[src/pkg/ufb_pkg.sv]
package ufb_pkg;
   localparam int ADDR_W = 8;
   localparam int DATA_W = 32;
   localparam int CHAR_W = 8;
   localparam int STAT_W = 4;
   localparam int ENTRY_W = CHAR_W + STAT_W;
   localparam int INT_W = 16;
   localparam int FRAC_W = 6;
   localparam int LCTL_W = 8;
   localparam int DIV_W = INT_W + FRAC_W;
   localparam int CFG_W = DIV_W + LCTL_W;
   localparam int FIFO_DEPTH = 16;

   // Register offsets
   localparam logic [ADDR_W-1:0] OFF_DATA = 8'h00;
   localparam logic [ADDR_W-1:0] OFF_FLAG = 8'h04;
   localparam logic [ADDR_W-1:0] OFF_IDIV = 8'h08;
   localparam logic [ADDR_W-1:0] OFF_FDIV = 8'h0C;
   localparam logic [ADDR_W-1:0] OFF_LCTL = 8'h10;
   localparam logic [ADDR_W-1:0] OFF_CTL = 8'h14;

   // Control register fields and reset value
   localparam int CTL_EN = 0;
   localparam int CTL_TX = 8;
   localparam int CTL_RX = 9;
   localparam logic [DATA_W-1:0] CTL_RST = 32'h0000_0300;

   // Line control fields
   localparam int LC_PEN = 1;
   localparam int LC_EPS = 2;
   localparam int LC_STP2 = 3;
   localparam int LC_FIFO = 4;
   localparam int LC_WLEN = 5;
   localparam int LC_SPS = 7;

   // Flag register fields
   localparam int FL_BUSY = 3;
   localparam int FL_RXFE = 4;
   localparam int FL_TXFF = 5;
   localparam int FL_RXFF = 6;
   localparam int FL_TXFE = 7;

   // Receive entry status fields
   localparam int RS_FE = 8;
   localparam int RS_PE = 9;
   localparam int RS_BE = 10;
   localparam int RS_OE = 11;

   // Oversampling
   localparam logic [3:0] MID_TICK = 4'h7;
   localparam logic [3:0] LAST_TICK = 4'hF;
   localparam logic [2:0] MIN_LAST_BIT = 3'h4;
   localparam logic [DIV_W:0] FRAC_STEP = 23'h00_0040;

   typedef enum logic [2:0] {
      ST_IDLE = 3'b000,
      ST_START = 3'b001,
      ST_DATA = 3'b010,
      ST_PAR = 3'b011,
      ST_STOP = 3'b100
   } ufb_state_t;
endpackage

[src/pkg/ufb_fifo_if.sv]
`timescale 1ns/1ps
interface ufb_fifo_if #(parameter int WIDTH = 8);
   logic push;
   logic pop;
   logic single;
   logic [WIDTH-1:0] push_data;
   logic [WIDTH-1:0] pop_data;
   logic full;
   logic empty;
   modport ctl (output push, pop, single, push_data,
                input pop_data, full, empty);
   modport mem (input push, pop, single, push_data,
                output pop_data, full, empty);
endinterface

[src/rtl/ufb_fifo.sv]
`timescale 1ns/1ps
module ufb_fifo #(
   parameter int WIDTH = 8,
   parameter int DEPTH = 16
) (
   input wire logic clk,
   input wire logic rst,
   ufb_fifo_if.mem port
);
   localparam int PW = $clog2(DEPTH);
   localparam int CW = $clog2(DEPTH + 1);

   generate
      if (DEPTH < 2 || (1 << PW) != DEPTH) begin : g_bad_depth
         $error("FIFO depth must be a power of two of at least 2");
      end
   endgenerate

   logic [WIDTH-1:0] mem_reg [DEPTH];
   logic [PW-1:0] wr_ptr_reg, wr_ptr_next;
   logic [PW-1:0] rd_ptr_reg, rd_ptr_next;
   logic [CW-1:0] count_reg, count_next;
   logic [CW-1:0] limit;
   logic do_push, do_pop;

   // Disabled FIFO acts as a single holding register
   always_comb begin
      limit = port.single ? CW'(1) : CW'(DEPTH);
      port.full = (count_reg >= limit);
      port.empty = (count_reg == '0);
      port.pop_data = mem_reg[rd_ptr_reg];
      do_push = port.push && !port.full;
      do_pop = port.pop && !port.empty;
      wr_ptr_next = do_push ? wr_ptr_reg + PW'(1) : wr_ptr_reg;
      rd_ptr_next = do_pop ? rd_ptr_reg + PW'(1) : rd_ptr_reg;
      count_next = count_reg + CW'(do_push) - CW'(do_pop);
   end

   always_ff @(posedge clk) begin
      if (rst) begin
         wr_ptr_reg <= '0;
         rd_ptr_reg <= '0;
         count_reg <= '0;
      end else begin
         wr_ptr_reg <= wr_ptr_next;
         rd_ptr_reg <= rd_ptr_next;
         count_reg <= count_next;
      end
      if (do_push) begin
         mem_reg[wr_ptr_reg] <= port.push_data;
      end
   end
endmodule

[src/rtl/ufb_top.sv]
// The implementer's own choices: the register offsets and the address-and-strobe port.
`timescale 1ns/1ps
////////////////////////////////////////////////////////////////////////////
// Overview of operation
// - Transmit and receive enables set after reset
// - Disable mid-character finishes that character first
// - Frame: start, data LSB first, parity, stops
// - Receiver checks overrun, parity, framing, break
// - Divisor is 16-bit integer plus 6-bit fraction
// - Divisor equals clock over sixteen times baud
// - Oversample tick at 16x baud paces both directions after the start edge
// - Divisors and line settings latch on line write
// - 16-entry FIFOs, receive entries carry four flags
// - Enabled module sends until transmit FIFO empty
// - Busy from FIFO non-empty until stop sent
// - Busy stays while draining after disable
// - Start accepted only if low at eighth tick
// - Data bits sampled every sixteenth tick
// - Parity checked only when parity enabled
// - Stop must be high, else framing error
// - Completed character pushed with its error flags
// - Five to eight bits, parity modes, stop count
// - FIFOs single-entry until FIFO enable set
////////////////////////////////////////////////////////////////////////////
module ufb_top #(
   parameter int FIFO_DEPTH = ufb_pkg::FIFO_DEPTH
) (
   input wire logic CLK,
   input wire logic RST,
   input wire logic [ufb_pkg::ADDR_W-1:0] ADDR,
   input wire logic [ufb_pkg::DATA_W-1:0] WDATA,
   input wire logic WR,
   input wire logic RD,
   output logic [ufb_pkg::DATA_W-1:0] RDATA,
   input wire logic SERIAL_IN_PIN,
   output logic SERIAL_OUT_PIN
);
   import ufb_pkg::*;

   generate
      if (FIFO_DEPTH < 2) begin : g_bad_depth
         $error("FIFO_DEPTH must be at least 2");
      end
   endgenerate

   // Parity bit for the active character length and mode
   function automatic logic parity_of(input logic [CHAR_W-1:0] d,
                                      input logic [2:0] last,
                                      input logic eps,
                                      input logic sps);
      logic p;
      p = 1'b0;
      for (int i = 0; i < CHAR_W; i++) begin
         if (3'(i) <= last) begin
            p = p ^ d[i];
         end
      end
      parity_of = sps ? !eps : (p ^ !eps);
   endfunction

   ////////////////////////////////////////////////////////////////////////
   // Registers
   logic [DATA_W-1:0] ctl_reg, ctl_next;
   logic [INT_W-1:0] idiv_reg, idiv_next;
   logic [FRAC_W-1:0] fdiv_reg, fdiv_next;
   logic [CFG_W-1:0] cfg_reg, cfg_next;
   logic [DATA_W-1:0] rdata_reg, rdata_next;
   logic module_enable, transmit_enable, receive_enable;
   logic [LCTL_W-1:0] lctl;
   logic [DIV_W-1:0] baud_divisor;
   logic [2:0] last_bit;
   logic busy;

   ufb_fifo_if #(.WIDTH(CHAR_W)) txf ();
   ufb_fifo_if #(.WIDTH(ENTRY_W)) rxf ();

   ufb_fifo #(.WIDTH(CHAR_W), .DEPTH(FIFO_DEPTH)) u_txf (
      .clk(CLK),
      .rst(RST),
      .port(txf)
   );
   ufb_fifo #(.WIDTH(ENTRY_W), .DEPTH(FIFO_DEPTH)) u_rxf (
      .clk(CLK),
      .rst(RST),
      .port(rxf)
   );

   assign module_enable = ctl_reg[CTL_EN];
   assign transmit_enable = ctl_reg[CTL_TX];
   assign receive_enable = ctl_reg[CTL_RX];
   assign lctl = cfg_reg[LCTL_W-1:0];
   assign baud_divisor = cfg_reg[CFG_W-1:LCTL_W];
   assign last_bit = MIN_LAST_BIT + 3'(lctl[LC_WLEN +: 2]);
   assign txf.single = !lctl[LC_FIFO];
   assign rxf.single = !lctl[LC_FIFO];

   always_comb begin
      ctl_next = ctl_reg;
      idiv_next = idiv_reg;
      fdiv_next = fdiv_reg;
      cfg_next = cfg_reg;
      rdata_next = '0;
      txf.push = 1'b0;
      txf.push_data = WDATA[CHAR_W-1:0];
      rxf.pop = 1'b0;
      if (WR) begin
         case (ADDR)
            OFF_DATA: txf.push = 1'b1;
            OFF_IDIV: idiv_next = WDATA[INT_W-1:0];
            OFF_FDIV: fdiv_next = WDATA[FRAC_W-1:0];
            OFF_LCTL: cfg_next = {idiv_reg, fdiv_reg,
                                  WDATA[LCTL_W-1:0]};
            OFF_CTL: begin
               ctl_next = '0;
               ctl_next[CTL_EN] = WDATA[CTL_EN];
               ctl_next[CTL_TX] = WDATA[CTL_TX];
               ctl_next[CTL_RX] = WDATA[CTL_RX];
            end
            default: ;
         endcase
      end
      if (RD) begin
         case (ADDR)
            OFF_DATA: begin
               rxf.pop = 1'b1;
               if (!rxf.empty) begin
                  rdata_next[ENTRY_W-1:0] = rxf.pop_data;
               end
            end
            OFF_FLAG: begin
               rdata_next[FL_BUSY] = busy;
               rdata_next[FL_RXFE] = rxf.empty;
               rdata_next[FL_TXFF] = txf.full;
               rdata_next[FL_RXFF] = rxf.full;
               rdata_next[FL_TXFE] = txf.empty;
            end
            OFF_IDIV: rdata_next[INT_W-1:0] = idiv_reg;
            OFF_FDIV: rdata_next[FRAC_W-1:0] = fdiv_reg;
            OFF_LCTL: rdata_next[LCTL_W-1:0] = lctl;
            OFF_CTL: rdata_next = ctl_reg;
            default: ;
         endcase
      end
   end

   always_ff @(posedge CLK) begin
      if (RST) begin
         ctl_reg <= CTL_RST;
         idiv_reg <= '0;
         fdiv_reg <= '0;
         cfg_reg <= '0;
         rdata_reg <= '0;
      end else begin
         ctl_reg <= ctl_next;
         idiv_reg <= idiv_next;
         fdiv_reg <= fdiv_next;
         cfg_reg <= cfg_next;
         rdata_reg <= rdata_next;
      end
   end

   assign RDATA = rdata_reg;

   ////////////////////////////////////////////////////////////////////////
   // Fractional baud generator: divisor counted in 1/64 clock units
   logic [DIV_W:0] acc_reg, acc_next, acc_sum;
   logic tick_reg, tick_next;

   always_comb begin
      acc_sum = acc_reg + FRAC_STEP;
      acc_next = '0;
      tick_next = 1'b0;
      if (baud_divisor[DIV_W-1:FRAC_W] != '0) begin
         if (acc_sum >= {1'b0, baud_divisor}) begin
            acc_next = acc_sum - {1'b0, baud_divisor};
            tick_next = 1'b1;
         end else begin
            acc_next = acc_sum;
         end
      end
   end

   always_ff @(posedge CLK) begin
      if (RST) begin
         acc_reg <= '0;
         tick_reg <= 1'b0;
      end else begin
         acc_reg <= acc_next;
         tick_reg <= tick_next;
      end
   end

   ////////////////////////////////////////////////////////////////////////
   // Transmitter
   ufb_state_t tx_state_reg, tx_state_next;
   logic [3:0] tx_tick_reg, tx_tick_next;
   logic [2:0] tx_bit_reg, tx_bit_next;
   logic [CHAR_W-1:0] tx_shift_reg, tx_shift_next;
   logic tx_par_reg, tx_par_next;
   logic tx_out_reg, tx_out_next;

   assign busy = !txf.empty || (tx_state_reg != ST_IDLE);

   always_comb begin
      tx_state_next = tx_state_reg;
      tx_tick_next = tx_tick_reg;
      tx_bit_next = tx_bit_reg;
      tx_shift_next = tx_shift_reg;
      tx_par_next = tx_par_reg;
      tx_out_next = tx_out_reg;
      txf.pop = 1'b0;
      case (tx_state_reg)
         ST_IDLE: begin
            tx_out_next = 1'b1;
            if (!txf.empty && module_enable && transmit_enable) begin
               txf.pop = 1'b1;
               tx_shift_next = txf.pop_data;
               tx_par_next = parity_of(txf.pop_data, last_bit,
                                       lctl[LC_EPS], lctl[LC_SPS]);
               tx_tick_next = '0;
               tx_out_next = 1'b0;
               tx_state_next = ST_START;
            end
         end
         default: begin
            // Frame runs to its end regardless of the enables
            if (tick_reg) begin
               tx_tick_next = tx_tick_reg + 4'h1;
               if (tx_tick_reg == LAST_TICK) begin
                  case (tx_state_reg)
                     ST_START: begin
                        tx_out_next = tx_shift_reg[0];
                        tx_bit_next = '0;
                        tx_state_next = ST_DATA;
                     end
                     ST_DATA: begin
                        if (tx_bit_reg == last_bit) begin
                           if (lctl[LC_PEN]) begin
                              tx_out_next = tx_par_reg;
                              tx_state_next = ST_PAR;
                           end else begin
                              tx_out_next = 1'b1;
                              tx_bit_next = '0;
                              tx_state_next = ST_STOP;
                           end
                        end else begin
                           tx_shift_next = tx_shift_reg >> 1;
                           tx_out_next = tx_shift_reg[1];
                           tx_bit_next = tx_bit_reg + 3'h1;
                        end
                     end
                     ST_PAR: begin
                        tx_out_next = 1'b1;
                        tx_bit_next = '0;
                        tx_state_next = ST_STOP;
                     end
                     default: begin
                        if (lctl[LC_STP2] && tx_bit_reg == '0) begin
                           tx_bit_next = 3'h1;
                        end else begin
                           tx_state_next = ST_IDLE;
                        end
                     end
                  endcase
               end
            end
         end
      endcase
   end

   always_ff @(posedge CLK) begin
      if (RST) begin
         tx_state_reg <= ST_IDLE;
         tx_tick_reg <= '0;
         tx_bit_reg <= '0;
         tx_shift_reg <= '0;
         tx_par_reg <= 1'b0;
         tx_out_reg <= 1'b1;
      end else begin
         tx_state_reg <= tx_state_next;
         tx_tick_reg <= tx_tick_next;
         tx_bit_reg <= tx_bit_next;
         tx_shift_reg <= tx_shift_next;
         tx_par_reg <= tx_par_next;
         tx_out_reg <= tx_out_next;
      end
   end

   assign SERIAL_OUT_PIN = tx_out_reg;

   ////////////////////////////////////////////////////////////////////////
   // Receiver
   logic rx_meta_reg, rx_sync_reg, rx_prev_reg;
   ufb_state_t rx_state_reg, rx_state_next;
   logic [3:0] rx_tick_reg, rx_tick_next;
   logic [2:0] rx_bit_reg, rx_bit_next;
   logic [CHAR_W-1:0] rx_data_reg, rx_data_next;
   logic rx_pe_reg, rx_pe_next;
   logic rx_zero_reg, rx_zero_next;
   logic rx_ovr_reg, rx_ovr_next;
   logic rx_fe, rx_be;

   always_comb begin
      rx_state_next = rx_state_reg;
      rx_tick_next = rx_tick_reg;
      rx_bit_next = rx_bit_reg;
      rx_data_next = rx_data_reg;
      rx_pe_next = rx_pe_reg;
      rx_zero_next = rx_zero_reg;
      rx_ovr_next = rx_ovr_reg;
      rx_fe = !rx_sync_reg;
      rx_be = !rx_sync_reg && rx_zero_reg;
      rxf.push = 1'b0;
      rxf.push_data = {rx_ovr_reg, rx_be, rx_pe_reg, rx_fe, rx_data_reg};
      case (rx_state_reg)
         ST_IDLE: begin
            if (rx_prev_reg && !rx_sync_reg && module_enable
                && receive_enable) begin
               rx_tick_next = '0;
               rx_state_next = ST_START;
            end
         end
         ST_START: begin
            if (tick_reg) begin
               rx_tick_next = rx_tick_reg + 4'h1;
               if (rx_tick_reg == MID_TICK) begin
                  rx_tick_next = '0;
                  rx_bit_next = '0;
                  rx_data_next = '0;
                  rx_pe_next = 1'b0;
                  rx_zero_next = 1'b1;
                  rx_state_next = rx_sync_reg ? ST_IDLE : ST_DATA;
               end
            end
         end
         default: begin
            if (tick_reg) begin
               rx_tick_next = rx_tick_reg + 4'h1;
               if (rx_tick_reg == LAST_TICK) begin
                  rx_zero_next = rx_zero_reg && !rx_sync_reg;
                  case (rx_state_reg)
                     ST_DATA: begin
                        rx_data_next[rx_bit_reg] = rx_sync_reg;
                        rx_bit_next = rx_bit_reg + 3'h1;
                        if (rx_bit_reg == last_bit) begin
                           rx_state_next = lctl[LC_PEN] ? ST_PAR
                                                        : ST_STOP;
                        end
                     end
                     ST_PAR: begin
                        rx_pe_next = rx_sync_reg != parity_of(rx_data_reg,
                           last_bit, lctl[LC_EPS], lctl[LC_SPS]);
                        rx_state_next = ST_STOP;
                     end
                     default: begin
                        rxf.push = 1'b1;
                        if (rxf.full) begin
                           rx_ovr_next = 1'b1;
                        end else begin
                           rx_ovr_next = 1'b0;
                        end
                        rx_state_next = ST_IDLE;
                     end
                  endcase
               end
            end
         end
      endcase
   end

   always_ff @(posedge CLK) begin
      if (RST) begin
         rx_meta_reg <= 1'b1;
         rx_sync_reg <= 1'b1;
         rx_prev_reg <= 1'b1;
         rx_state_reg <= ST_IDLE;
         rx_tick_reg <= '0;
         rx_bit_reg <= '0;
         rx_data_reg <= '0;
         rx_pe_reg <= 1'b0;
         rx_zero_reg <= 1'b0;
         rx_ovr_reg <= 1'b0;
      end else begin
         rx_meta_reg <= SERIAL_IN_PIN;
         rx_sync_reg <= rx_meta_reg;
         rx_prev_reg <= rx_sync_reg;
         rx_state_reg <= rx_state_next;
         rx_tick_reg <= rx_tick_next;
         rx_bit_reg <= rx_bit_next;
         rx_data_reg <= rx_data_next;
         rx_pe_reg <= rx_pe_next;
         rx_zero_reg <= rx_zero_next;
         rx_ovr_reg <= rx_ovr_next;
      end
   end
endmodule

[config.mk]
export PLATFORM = sky130hd
export DESIGN_NAME = ufb_top
export DESIGN_NICKNAME = d
export VERILOG_FILES = /design/src/pkg/ufb_pkg.sv /design/src/pkg/ufb_fifo_if.sv /design/src/rtl/ufb_fifo.sv /design/src/rtl/ufb_top.sv
export SDC_FILE = /design/constraint.sdc
export NUM_CORES = 1
export LEC_CHECK = 0
export ABC_AREA = 1
export BUFFER_PORTS_ARGS = -buffer_cell sky130_fd_sc_hd__buf_4
export CAP_MARGIN = 25
export CORE_ASPECT_RATIO = 1.1
export CORE_MARGIN = 1.5
export CORE_UTILIZATION = 50
export CTS_CLUSTER_DIAMETER = 150
export CTS_CLUSTER_SIZE = 12
export DETAILED_ROUTE_END_ITERATION = 8
export PLACE_DENSITY = 0.69
export SYNTH_ARGS = -nofsm -noshare
export SYNTH_HDL_FRONTEND = slang
export SYNTH_SLANG_ARGS = --single-unit
[constraint.sdc]
create_clock -name CLK -period 4.3 [get_ports CLK]
set_input_delay 0.86 -clock CLK [delete_from_list [all_inputs] [get_ports CLK]]
set_output_delay 0.86 -clock CLK [all_outputs]
set_load 0.1 [all_outputs]
==> flow_summary.json <==
{
  "dpl.cell_count": 2891,
  "timing.critical_path.arrival_ns": 4.35,
  "p_leak_nw": 9.487,
  "first_global_vias": 15450,
  "maxSlewViolCount": 0,
  "yosysWarnings": 0,
  "layout.cells.most_common_list": "sky130_fd_sc_hd__nand2_1, sky130_fd_sc_hd__edfxtp_1, sky130_fd_sc_hd__inv_1",
  "fillers": 3799,
  "die_width_um": 204.7,
  "worstSetupPathType": "reg2reg",
  "synthToLayoutAreaGrowth_pct": 10.51,
  "drive_above_1_share_pct": 7.763,
  "timing.final.setup_violations": 0,
  "via_count": 16200,
  "num_antenna_cells": 0,
  "timing.critical_path.slowest_cell_delay_ns": 0.52,
  "yosysUniqueCellTypes": 52,
  "multi_input_comb_area_um2": 7679,
  "cts.path.max_buffers": 3,
  "clock_sink_count": 493,
  "synth.cell_area_um2": 22370,
  "io_buffer_count": 45,
  "final_net_count": 2467,
  "post_drt_wl_per_cell_um": 17.54,
  "worstPathCellList": "ha_1, nand2_1, nor2_2, nand3_1, inv_1, nand3_1, nor3_2, nand3_1, nor2_1, xor2_1, ha_1, nand2_1, nor2_1, nand2_1, o221ai_2, nand2_1, nand2_2, inv_1, nor2_1, nor2_1",
  "gpl.final_weighted_congestion": 0.8761,
  "finalHoldViolCount": 0,
  "fin_skew_ns": 0.02664,
  "first_pass_grt_wire_length_um": 81190,
  "cts_hold_repair.buffers": 0,
  "number_of_standard_cells_after_synthesis": 2308,
  "insertion_delay_ns": 0.59,
  "cts_inserted_buffers": 47,
  "synth_top_cell_by_area": "sky130_fd_sc_hd__edfxtp_1",
  "synthTopCellsByArea": "sky130_fd_sc_hd__edfxtp_1, sky130_fd_sc_hd__dfxtp_1, sky130_fd_sc_hd__nand2_1",
  "rsz0062_at_grt": "no",
  "clk_pin_slew_worst_paths_ns": 0.07,
  "htree_num_levels": 2,
  "final_cells": 2977,
  "cts_root_buf": "sky130_fd_sc_hd__clkbuf_16",
  "most_frequent_standard_cell_in_the_layout_excluding_fill_and_tap_cells": "sky130_fd_sc_hd__nand2_1",
  "fraction_of_synthesis_flops_using_an_asynchronous_set_or_reset_pin_pct": 0,
  "ir_drop_uv": 360.0,
  "place_area_um2": 23280,
  "sequential_to_total_area_share_from_yosys_stat_pct": 58.45,
  "power_per_cell_area_nw_per_um2": 368.8,
  "endpoint_kind": "register",
  "postRouteAntennaNets": 0,
  "timing.critical_path.from_type": "register",
  "synth-seq-cells": 493,
  "largest_reg_flops": 192,
  "crit_fanout": 42,
  "finalWorstPathRequiredPeriod_ns": 3.881,
  "dp_hpwl_um": 34270,
  "grt_util_all_layers_pct": 22.66,
  "drt_iter0_markers": 1358,
  "ratio_of_final_minimum_period_to_clock_period_pct": 90.26,
  "seqCellArea_um2": 13080,
  "detail_route.drc_violations": 0,
  "initial_core_util_pct": 50.50,
  "top_signal_layer_used": "met5",
  "finalWorstSetupSlack_ns": 0.4189,
  "slew_headroom_pct": 37.66,
  "slowest_stage": "sky130_fd_sc_hd__nand2_2",
  "detailedPlace.worstSlack_ns": 0.4884,
  "achievable-frequency_ghz": 0.2577,
  "wl_met1_um": 21660,
  "worstMarginPinSlew_ns": 0.9273,
  "post_cts.repair.setup_buffers": 0,
  "initial_antenna_violation_count": 1,
  "drt_wl_total_um": 52210,
  "fp.coreArea_um2": 44290,
  "layout.cell_area.non_filler_um2": 24720,
  "netlist.area_leader.share_pct": 42.96,
  "num_rows": 81,
  "wl_met2_um": 25970,
  "postSynth.topFlopCell": "sky130_fd_sc_hd__edfxtp_1",
  "data_required_time_at_the_worst_endpoint_ns": 4.77,
  "hp-class": "reg2reg",
  "postCtsResizedCells": 0,
  "die_outline_area_um2": 46010,
  "met3_wirelength_um": 3001,
  "vias_per_cell": 5.443,
  "max-cap-violations": 0,
  "die-height_um": 224.8,
  "ios": 78,
  "number_of_enable_flip_flop_cells_after_synthesis": 320,
  "outcome": "finished clean",
  "avg_cell_area_syn_um2": 9.691,
  "setup_tns_ns": 0,
  "tritoncts": "built",
  "global_route.overflow_total": 0,
  "drt_pre_antenna_iters": 5,
  "grt_max_degree": 69
}
through the flow:
| step | hold WS, ns | util [%] | power [mW] |
|---|---|---|---|
| detailed placement | 0.4001 | 52.57 | 5.360 |
| global route | 0.4245 | 55.81 | 9.366 |
| finish | 0.4117 | 55.81 | 9.117 |
| floorplan | 0.3895 | - | 5.300 |
| global placement | 0.3978 | 52.57 | 5.356 |
| CTS | 0.4170 | 55.70 | 9.183 |
worst max-delay path: cells and delay by family (launching register included):
kind | cells | cell delay (ns)
compound gates | 1 | 0.24
fa+ha+maj | 2 | 0.53
xor+xnor | 1 | 0.10
buf+inv | 2 | 0.38
simple gates | 14 | 2.18
flops | 1 | 0.33
layer usage:
layer	vias up	track usage, %
li1	7919	-
met1	7727	28.46
met2	456	39.71
met3	99	3.274
met4	2	7.946
met5	-	0
logic make-up after synthesis:
group / share of synthesized area (%)
muxes: 2.103
buffers and inverters: 7.474
other: 0.01677
xor gates and xnor gates: 1.801
DFF: 58.45
adders and majority gates: 3.513
and+or+nand+nor: 13.74
AOI/OAI and AO/OA: 12.91
final timing paths:
| check | to | start | cells past startpoint | slack, ns |
|---|---|---|---|---|
| min reg2reg | rx_sync_reg | rx_meta_reg | 1 | 0.41 |
| max | acc_reg[13] | acc_reg[6] | 20 | 0.42 |
| max reg2reg | acc_reg[13] | acc_reg[6] | 20 | 0.42 |
| min | rx_sync_reg | rx_meta_reg | 1 | 0.41 |
cell usage after synthesis, types with 4 or more instances:
cell type	n
sky130_fd_sc_hd__xnor2_1	20
sky130_fd_sc_hd__buf_6	8
sky130_fd_sc_hd__nor2_1	195
sky130_fd_sc_hd__o21ai_0	244
sky130_fd_sc_hd__o21a_1	5
sky130_fd_sc_hd__buf_2	25
sky130_fd_sc_hd__o21bai_1	6
sky130_fd_sc_hd__o21ai_1	9
sky130_fd_sc_hd__nand3_1	116
sky130_fd_sc_hd__clkbuf_1	44
sky130_fd_sc_hd__or2_2	4
sky130_fd_sc_hd__inv_2	8
sky130_fd_sc_hd__buf_1	7
sky130_fd_sc_hd__ha_1	58
sky130_fd_sc_hd__inv_1	283
sky130_fd_sc_hd__nand4_1	21
sky130_fd_sc_hd__nand2_1	356
sky130_fd_sc_hd__edfxtp_1	320
sky130_fd_sc_hd__mux2i_1	47
sky130_fd_sc_hd__o22ai_1	13
sky130_fd_sc_hd__nor3_1	15
sky130_fd_sc_hd__xor2_1	26
sky130_fd_sc_hd__o211ai_1	20
sky130_fd_sc_hd__nor2_2	7
sky130_fd_sc_hd__dfxtp_1	173
sky130_fd_sc_hd__a211oi_1	9
sky130_fd_sc_hd__a21oi_1	194
sky130_fd_sc_hd__a221oi_1	9
sky130_fd_sc_hd__buf_4	22
sky130_fd_sc_hd__a31oi_1	11
final cells by class:
cell class | instances | share of cell area [%]
Tap cell | 581 | 2.941
Inverter | 293 | 4.450
Clock inverter | 3 | 0.2481
Multi-Input combinational cell | 1431 | 31.07
Clock buffer | 81 | 5.361
Timing Repair Buffer | 95 | 3.017
Sequential cell | 493 | 52.92
report_power, final:
group          internal (mW)  switching, mW  leakage (nW)  total (mW)
sequential              5.01        0.00366          4.42        5.01
clock                   2.10           1.75         0.658        3.86
combinational         0.0572          0.194          4.41       0.251
total                   7.17           1.95          9.49        9.12
Power figures use the tool's default switching activity.
